[config.mk]
export PLATFORM = sky130hd
export DESIGN_NAME = afs_adc_fifo_sequencer
export DESIGN_NICKNAME = d
export VERILOG_FILES = /design/src/rtl/afs_pkg.sv /design/src/rtl/afs_adc_fifo_sequencer.sv /design/src/rtl/afs_sync2.sv
export SDC_FILE = /design/constraint.sdc
export NUM_CORES = 1
export LEC_CHECK = 0
export BUFFER_PORTS_ARGS = -buffer_cell sky130_fd_sc_hd__buf_2
export CORE_ASPECT_RATIO = 1.1
export CORE_MARGIN = 3
export CORE_UTILIZATION = 45
export DETAILED_ROUTE_END_ITERATION = 8
export PLACE_DENSITY = 0.69
export SLEW_MARGIN = 0
export SYNTH_ARGS = -nofsm -noshare
export SYNTH_HDL_FRONTEND = slang
export SYNTH_SLANG_ARGS = --single-unit
export TNS_END_PERCENT = 1
[constraint.sdc]
create_clock -name clk -period 12.25 [get_ports clk]
set_input_delay 1.225 -clock clk [delete_from_list [all_inputs] [get_ports clk]]
set_output_delay 1.225 -clock clk [all_outputs]
set_load 0.005 [all_outputs]
[src/rtl/afs_pkg.sv]
// Shared constants, types and state encodings of the converter sequencer
package afs_pkg;

    // Clock and timing
    localparam int CLK_PERIOD_NS = 10;
    localparam int TRIAL_DIV     = 4;
    localparam int TRIAL_NS      = TRIAL_DIV * CLK_PERIOD_NS;

    // Data shape
    localparam int DATA_W        = 12;
    localparam int QUEUE_DEPTH   = 8;
    localparam int NUM_BITS      = 12;

    // Sequencer constants
    localparam logic [1:0]  PHASE_LAST = 2'h3;
    localparam logic [1:0]  PHASE_REL  = 2'h2;
    localparam logic [3:0]  LAST_BIT   = 4'hc;
    localparam logic [11:0] SAR_START  = 12'h800;
    localparam logic [3:0]  COUNT_FULL = 4'h8;

    // Status word bit positions
    localparam int ST_ALFL   = 11;
    localparam int ST_AFC_LO = 8;
    localparam int ST_ENAF   = 7;
    localparam int ST_OVR    = 6;
    localparam int ST_OOR    = 5;
    localparam int ST_EMPTY  = 4;
    localparam int ST_SOOR   = 3;

    // Control reset values
    localparam logic [2:0] AFC_RST     = 3'h0;
    localparam logic       ENAF_RST    = 1'b0;
    localparam logic       HOLDOFF_RST = 1'b0;

    typedef enum logic [2:0] {
        ST_IDLE = 3'b000,
        ST_ACK  = 3'b001,
        ST_REL  = 3'b010,
        ST_CONV = 3'b011,
        ST_WRQ  = 3'b100
    } afs_state_t;

    typedef struct packed {
        logic              oor;
        logic [DATA_W-1:0] data;
    } afs_entry_t;

    typedef struct packed {
        logic              csN;
        logic              hostReadN;
        logic              hostWriteN;
        logic              regSelect;
        logic [DATA_W-1:0] wrData;
    } afs_host_t;

endpackage : afs_pkg

[src/rtl/afs_adc_fifo_sequencer.sv]
// Conversion sequencer, result queue and host read port
`timescale 1ns/1ps
module afs_adc_fifo_sequencer (
    // Clock and reset
    input  wire logic                        clk,
    input  wire logic                        rst,
    // Conversion start pin and comparator
    input  wire logic                        convStartN,
    input  wire logic                        compBit,
    // Host bus, same clock source
    input  wire afs_pkg::afs_host_t          hostBus,
    // Converter outputs
    output logic                             busyN,
    output logic                             sampleHold,
    output logic [afs_pkg::DATA_W-1:0]       dacCode,
    // Host data and flags
    output logic [afs_pkg::DATA_W-1:0]       dataOut,
    output logic                             dataOe,
    output logic                             queueEmptyFlag,
    output logic                             almostFullN
);

    typedef struct packed {
        afs_pkg::afs_state_t                     st;
        logic [1:0]                              phase;
        logic [3:0]                              bitIdx;
        logic [afs_pkg::DATA_W-1:0]              sar;
        logic                                    oorBit;
        logic                                    busyN;
        logic                                    hold;
        logic                                    prevStart;
        logic [3:0]                              count;
        logic                                    empty;
        afs_pkg::afs_entry_t [afs_pkg::QUEUE_DEPTH-1:0] queue;
        logic                                    rdActPrev;
        logic [2:0]                              afc;
        logic                                    enaf;
        logic                                    ovr;
        logic                                    holdoff;
        logic                                    alflN;
        logic [afs_pkg::DATA_W-1:0]              dataOut;
        logic                                    dataOe;
    } afs_regs_t;

    afs_regs_t r_q;
    afs_regs_t r_d;
    logic      startS;
    logic      busAct;
    logic      readAct;
    logic      readDone;
    logic      push;
    logic      startFall;
    logic      startRise;
    logic [2:0] fcn;
    logic      anyOor;
    logic [afs_pkg::DATA_W-1:0] status;

    // Start pin crossing
    afs_sync2 #(.RST_VAL(1'b1)) uStartSync (
        .clk     (clk),
        .rst     (rst),
        .asyncIn (convStartN),
        .syncOut (startS)
    );

    // Bus decode and events
    assign busAct    = !hostBus.csN && (!hostBus.hostReadN || !hostBus.hostWriteN);
    assign readAct   = !hostBus.csN && !hostBus.hostReadN && !hostBus.regSelect;
    assign readDone  = r_q.rdActPrev && !readAct;
    assign push      = (r_q.st == afs_pkg::ST_WRQ) && (r_q.phase == afs_pkg::PHASE_LAST);
    assign startFall = r_q.prevStart && !startS;
    assign startRise = !r_q.prevStart && startS;
    assign fcn       = (r_q.count == 4'h0) ? 3'h0 : 3'(r_q.count - 4'h1);

    // Out-of-range summary over valid entries
    always_comb begin
        anyOor = 1'b0;
        for (int i = 0; i < afs_pkg::QUEUE_DEPTH; i++) begin
            if (4'(i) < r_q.count) begin
                anyOor = anyOor | r_q.queue[i].oor;
            end
        end
    end

    // Status word
    always_comb begin
        status = '0;
        status[afs_pkg::ST_ALFL]                        = r_q.alflN;
        status[afs_pkg::ST_AFC_LO+2:afs_pkg::ST_AFC_LO] = r_q.afc;
        status[afs_pkg::ST_ENAF]                        = r_q.enaf;
        status[afs_pkg::ST_OVR]                         = r_q.ovr;
        status[afs_pkg::ST_OOR]                         = anyOor;
        status[afs_pkg::ST_EMPTY]                       = (r_q.count == 4'h0);
        status[afs_pkg::ST_SOOR]                        = r_q.queue[0].oor;
        status[2:0]                                     = fcn;
    end

    // Next-state logic
    always_comb begin
        r_d           = r_q;
        r_d.prevStart = startS;
        r_d.rdActPrev = readAct;
        // Start handshake and conversion sequence
        if (startFall) begin
            r_d.st    = afs_pkg::ST_ACK;
            r_d.busyN = 1'b0;
        end else if (startRise) begin
            r_d.st     = afs_pkg::ST_REL;
            r_d.hold   = 1'b1;
            r_d.phase  = 2'h0;
            r_d.bitIdx = 4'h0;
            r_d.sar    = afs_pkg::SAR_START;
        end else begin
            case (r_q.st)
                afs_pkg::ST_IDLE: begin
                end
                afs_pkg::ST_ACK: begin
                end
                afs_pkg::ST_REL: begin
                    r_d.busyN = 1'b1;
                    r_d.st    = afs_pkg::ST_CONV;
                    r_d.phase = afs_pkg::PHASE_REL;
                end
                afs_pkg::ST_CONV: begin
                    if (r_q.phase != afs_pkg::PHASE_LAST) begin
                        r_d.phase = r_q.phase + 2'h1;
                    end else if (busAct) begin
                        r_d.phase = afs_pkg::PHASE_LAST;
                    end else if (r_q.bitIdx < 4'(afs_pkg::NUM_BITS)) begin
                        if (!compBit) begin
                            r_d.sar[4'd11 - r_q.bitIdx] = 1'b0;
                        end
                        if (r_q.bitIdx != 4'd11) begin
                            r_d.sar[4'd10 - r_q.bitIdx] = 1'b1;
                        end
                        r_d.bitIdx = r_q.bitIdx + 4'h1;
                        r_d.phase  = 2'h0;
                    end else begin
                        r_d.oorBit = compBit;
                        r_d.bitIdx = afs_pkg::LAST_BIT;
                        r_d.st     = afs_pkg::ST_WRQ;
                        r_d.phase  = 2'h0;
                    end
                end
                afs_pkg::ST_WRQ: begin
                    r_d.phase = r_q.phase + 2'h1;
                    if (push) begin
                        r_d.st   = afs_pkg::ST_IDLE;
                        r_d.hold = 1'b0;
                    end
                end
                default: begin
                    r_d.st = afs_pkg::ST_IDLE;
                end
            endcase
        end
        // Queue pop on read completion
        if (readDone && r_q.count != 4'h0) begin
            if (r_q.count > 4'h1) begin
                for (int i = 0; i < afs_pkg::QUEUE_DEPTH - 1; i++) begin
                    r_d.queue[i] = r_q.queue[i+1];
                end
            end
            r_d.count = r_q.count - 4'h1;
        end
        // Queue push at end of conversion
        if (push) begin
            if (r_d.count == afs_pkg::COUNT_FULL) begin
                r_d.ovr = 1'b1;
            end else begin
                r_d.queue[r_d.count[2:0]] = {r_q.oorBit, r_q.sar};
                r_d.count = r_d.count + 4'h1;
            end
            r_d.alflN = !(!r_q.enaf && r_d.count != 4'h0
                          && 3'(r_d.count - 4'h1) == r_q.afc);
        end
        // Control register write
        if (!hostBus.csN && !hostBus.hostWriteN && hostBus.regSelect) begin
            r_d.afc     = hostBus.wrData[afs_pkg::ST_AFC_LO+2:afs_pkg::ST_AFC_LO];
            r_d.enaf    = hostBus.wrData[afs_pkg::ST_ENAF];
            r_d.holdoff = hostBus.wrData[afs_pkg::ST_OOR];
            if (hostBus.wrData[afs_pkg::ST_OVR]) begin
                r_d.afc     = afs_pkg::AFC_RST;
                r_d.enaf    = afs_pkg::ENAF_RST;
                r_d.holdoff = afs_pkg::HOLDOFF_RST;
                r_d.count   = 4'h0;
                r_d.ovr     = 1'b0;
                r_d.alflN   = 1'b1;
            end
        end
        // Read data and driver enable
        r_d.dataOut = hostBus.regSelect ? status : r_q.queue[0].data;
        r_d.dataOe  = !hostBus.csN && !hostBus.hostReadN
                      && (r_q.holdoff || r_q.busyN);
        // Empty flag from the final count, so the pin comes from a flop
        r_d.empty   = (r_d.count == 4'h0);
    end

    // State register
    always_ff @(posedge clk or posedge rst) begin
        if (rst) begin
            r_q           <= '0;
            r_q.st        <= afs_pkg::ST_IDLE;
            r_q.busyN     <= 1'b1;
            r_q.prevStart <= 1'b1;
            r_q.alflN     <= 1'b1;
            r_q.sar       <= afs_pkg::SAR_START;
            r_q.empty     <= 1'b1;
        end else begin
            r_q <= r_d;
        end
    end

    // Outputs straight from flops
    assign busyN          = r_q.busyN;
    assign sampleHold     = r_q.hold;
    assign dacCode        = r_q.sar;
    assign dataOut        = r_q.dataOut;
    assign dataOe         = r_q.dataOe;
    assign queueEmptyFlag = r_q.empty;
    assign almostFullN    = r_q.alflN;
endmodule : afs_adc_fifo_sequencer

[src/rtl/afs_sync2.sv]
// Two-flop synchroniser for asynchronous levels
`timescale 1ns/1ps
module afs_sync2 #(
    parameter logic RST_VAL = 1'b1
) (
    // Clock and reset
    input  wire logic clk,
    input  wire logic rst,
    // Level in and out
    input  wire logic asyncIn,
    output logic      syncOut
);

    logic firstQ;

    // Capture stage feeds only the second stage
    always_ff @(posedge clk or posedge rst) begin
        if (rst) begin
            firstQ  <= RST_VAL;
            syncOut <= RST_VAL;
        end else begin
            firstQ  <= asyncIn;
            syncOut <= firstQ;
        end
    end

endmodule : afs_sync2

; ---- Word-level counts from Yosys, hierarchy flattened
; Index checks and enable logic that the tools add are counted.
[op_classes]
n_mux = 62
n_reduce_logical = 47
n_mul = 0
n_div = 0
eq_ne = 17
shifts = 0
bitwise_logic = 16
n_addsub = 7
order_cmp = 16
[op_table]
columns = op, n
row1 = two-way mux 91 bit, 4
row2 = two-way mux 12 bit, 10
row3 = bitwise mux 104 bit, 1
row4 = two-way mux 17 bit, 3
row5 = demux 13 bit (select 3 bit), 1
row6 = two-way mux 4 bit, 7
row7 = two-way mux 21 bit, 1
row8 = two-way mux 3 bit, 7
row9 = two-way mux 1 bit, 20
row10 = != test 4 bit (second input constant), 5
row11 = logical AND 1 bit, 16
row12 = less-than comparator 3 x 4 -> 1 bit (first input constant), 4
row13 = two-way mux 13 bit, 1
row14 = bitwise AND 12 bit, 1
row15 = NOT 12 bit, 1
row16 = bitwise OR 12 bit, 1
row17 = case mux 3 bit (4 select lines), 1
row18 = nonzero test 4 bit, 3
row19 = less-than comparator 4 x 5 -> 1 bit (second input constant), 2
row20 = AND reduction 5 bit, 2
row21 = nonzero test 2 bit, 5
row22 = zero test 1 bit, 9
row23 = adder 4 x 1 -> 4 bit (second input constant), 2
row24 = demux 1 bit (select 4 bit), 2
row25 = 33 further kinds, 56
[word_totals]
n_memories = 0
regBits = 157
mem_bits_ro = 0
input_bits = 20
latchBits = 0
ramBits = 0

; ---- Longest topological paths before layout
[depth]
word_depth = 22
depth_mapped = 15
depth_no_buf = 15

; ---- Hierarchy
; Synthesis repeated with hierarchy kept, for this count alone.
[hier_totals]
hier_cells = 792
hier_area_um2 = 8164.1
[by_module_without_submodules]
columns = module, area_each_um2, cells_each, seq_area_each_um2, n_inst
row1 = afs_adc_fifo_sequencer, 8107.8, 789, 3885.0, 1
row2 = afs_sync2, 56.3, 3, 52.6, 1

; ---- Least setup slack after synthesis
; OpenSTA, ideal clock, no wires.
[synth_path]
path_kind = input port to flip-flop
start = input port hostBus[12] (netlist name)
end = register r_q, in the netlist almostFullN
t_required_ns = 12.173
setup_slack_ns = 8.427
setup_time_ns = 0.077
arrival_ns = 3.746
cell_stages = 14
path_cell_list = buf_2 > o31ai_2 > nor2_4 > xnor2_4 > ha_1 > o21ai_0 > nor2_1 > xnor2_1 > ha_1 > xnor2_1 > nor2b_1 > o21ai_0 > and3_1 > a31oi_1
[synth_rtl]
columns = element, line_no
row1 = start: declaration, afs_adc_fifo_sequencer.sv:11  ; input wire afs_pkg::afs_host_t hostBus,
row2 = end signal: assignment, afs_adc_fifo_sequencer.sv:210  ; r_q <= r_d;
row3 = end: declaration, afs_adc_fifo_sequencer.sv:45  ; afs_regs_t r_q;

==> impl_metrics.ini <==
[worst_hold_path]
whs_path_depth = 0
min_path_type = register to register

[final_layout]
drive_gt1_frac = 0.213
num-nets-final = 814
synthToLayoutAreaGrowth_pct = 7.87
nFillCells = 1644
layout.cells.non_filler = 1030
antennaDiodeCount = 0

[floorplan]
initial_core_util = 0.460
io_pins = 49
std_cell_rows = 51
die_h_um = 147
dieArea_um2 = 19800
coreArea_um2 = 17700
fp.dieW_um = 134

[clock_tree]
cts_setup_buffers = 0
cts_tree = built
htreeDepth = 4
cts_sinks = 157
path_clk_slew_ns = 0.07
clkLatencyLatePin_ns = 0.42
cts_buffers = 17
clock-root-buffer = clkbuf_16
cts-resized-gates = 0
cts_hold_buf = 0
cts_max_path_buffers = 2

[yosys]
yosys_warnings = 0
ys_ff_latch = 157
synthCells = 791
synthFlopType = dfrtp_1
synth_edf_count = 0
async_flop_share = 1.00
synth_nets = 826
synth.lib_cells_used.distinct = 62
netlist_area_um2 = 8160
yosysSeqAreaShare = 0.483
avgSynthCellArea_um2 = 10.3

[global_routing]
grt_first_pass_wirelength_um = 27900
overflow = 0
antenna_found_initial = 0
grt_max_degree = 80
grt_pass1_vias = 5333
grt_usage = 0.177

[timing]
setup-violations-final = 0
tightestPinTransition_ns = 1.14
final_hold_viol_count = 0
relSlewSlack = 0.237
holdWs_ns = 0.359
fin_setup_tns_ns = 0
skew_ns = 0.0111
finalCritPeriodShare = 0.329
period_needed_ns = 4.03
maxSlewViolCount = 0
max_freq_mhz = 248
rsz0062_at_grt = no
setup_ws_ns = 8.22

[power_and_ir_drop]
leakagePower_nw = 4.70
power.density_nw_per_um2 = 181
total_power_w = 0.00159
vdd_ir_drop_max_v = 0.000107

[route]
routed_wl_um = 16800
drc_errors = 0
viasPerCell = 5.33
dr.pass1.iters = 5
drtAntennaViolNets = 0
wl_per_cell_um = 16.3
drt_iter0_markers = 415
vias = 5486

[placement]
pre_cts_slack_ns = 7.86
numPortBuffers = 42
gp_congestion = 0.907
dp_hpwl_um = 11000
dp_cells = 998

[critical_path]
path_class = input port to register
required_ns = 12.59
arrival_ns = 4.37
worst-path-max-fanout = 17
critPathCaptureType = register
worst-r2r-cell-count = 15
start_kind = input port

[flow_run]
cap_violations = 0

[outcome]
status = finished clean
[cells in the mapped netlist, types with 3 or more instances]
cell type  number  area share
xnor2_1         8      0.0086
buf_2           5      0.0031
nand2b_1        3      0.0023
clkbuf_1       31       0.014
a31oi_1         6      0.0046
inv_1          17      0.0078
nor2_2         11      0.0084
nor3_1         10      0.0061
mux2_2         26       0.036
buf_1           4      0.0018
nand2_1        54       0.025
a21oi_1        74       0.045
ha_1           15       0.023
o21ai_1         9      0.0055
nor2b_1         8      0.0061
mux2i_1        92        0.11
o22ai_1         3      0.0023
buf_6          12       0.017
nor2_1        100       0.046
a21oi_2        28       0.030
and3_1          4      0.0031
nand3_4         4      0.0086
o21ai_0        35       0.021
a22o_1          3      0.0032
nand3_1         5      0.0031
dfstp_2         7       0.023
dfrtp_1       150        0.46
o21ai_2         3      0.0032
buf_4          25       0.023
o31ai_1         3      0.0028
[critical path: stages]
cell	delay [ns]
buf_2	0.24
o31ai_2	0.52
nor2_4	0.12
xnor2_4	0.33
ha_1	0.28
o21ai_0	0.25
nor2_1	0.28
xnor2_1	0.13
ha_1	0.25
xnor2_1	0.19
nor2b_1	0.14
o21ai_0	0.07
and3_1	0.17
a31oi_1	0.17
[cell type report]
cell class | instances | area, um^2 | area share
Clock buffer | 19 | 453 | 0.0515
Clock inverter | 13 | 111 | 0.0127
Inverter | 18 | 72.6 | 0.00824
Multi-Input combinational cell | 539 | 3690 | 0.419
Sequential cell | 157 | 3940 | 0.447
Tap cell | 238 | 298 | 0.0338
Timing Repair Buffer | 46 | 240 | 0.0273
[state kept, by name, indices dropped and copies added, names as in the netlist]
register,flops
almostFullN,1
dataOut,12
queueEmptyFlag,1
dacCode,12
busyN,1
sampleHold,1
r_q,126
uStartSync.syncOut,1
dataOe,1
uStartSync.firstQ,1
[power breakdown]
group | leakage, nW | internal (W) | switching [W]
Clock | 0.264 | 0.000274 | 0.000219
Sequential | 2.13 | 0.000618 | 0.0000768
Combinational | 2.31 | 0.000184 | 0.000219
[per-stage QoR]
stage | utilization | instance area, um^2
final | 0.496 | 8800
after global routing | 0.496 | 8800
after CTS | 0.496 | 8800
after detailed placement | 0.464 | 8240
after global placement | 0.464 | 8240
after floorplan | - | 8160
[path summary, 6_finish.rpt]
path / startpoint / end / slack [ns]
setup / recovery: hostBus[12] / almostFullN / 8.22
hold / removal: uStartSync.firstQ / uStartSync.syncOut / 0.36
setup reg to reg: r_q[126] / almostFullN / 8.28
hold reg to reg: uStartSync.firstQ / uStartSync.syncOut / 0.36
max in group asynchronous: rst / r_q[116] / 9.86
min in group asynchronous: rst / r_q[14] / 0.93
[per-layer routing]
metal	track usage	vias to the layer above	routed length, um
met2	0.285	107	8150
met3	0.0329	20	559
li1	-	2694	-
met5	0	-	0
met1	0.241	2665	7750
met4	0.0611	0	317
[cells by family after synthesis]
group / share of synthesized area
and+or+nand+nor: 0.125
adders and majority gates: 0.0230
DFF: 0.483
xor gates and xnor gates: 0.0130
buffers and inverters: 0.0670
muxes: 0.150
AOI/OAI and AO/OA: 0.140
[cell usage in the layout, fill, tap and decap left out, drive strengths merged, types with 6 or more instances in the layout]
cell type and n:
nor3 10, nor2 112, clkbuf 19, nor2b 8, nand2 54, dfstp 7
o21ai 47, mux2i 92, mux2 27, xnor2 9, ha 15, clkinv 6
a21oi 103, a31oi 6, buf 46, nand3 9, dfrtp 150, inv 21
Power figures use the tool's default switching activity.
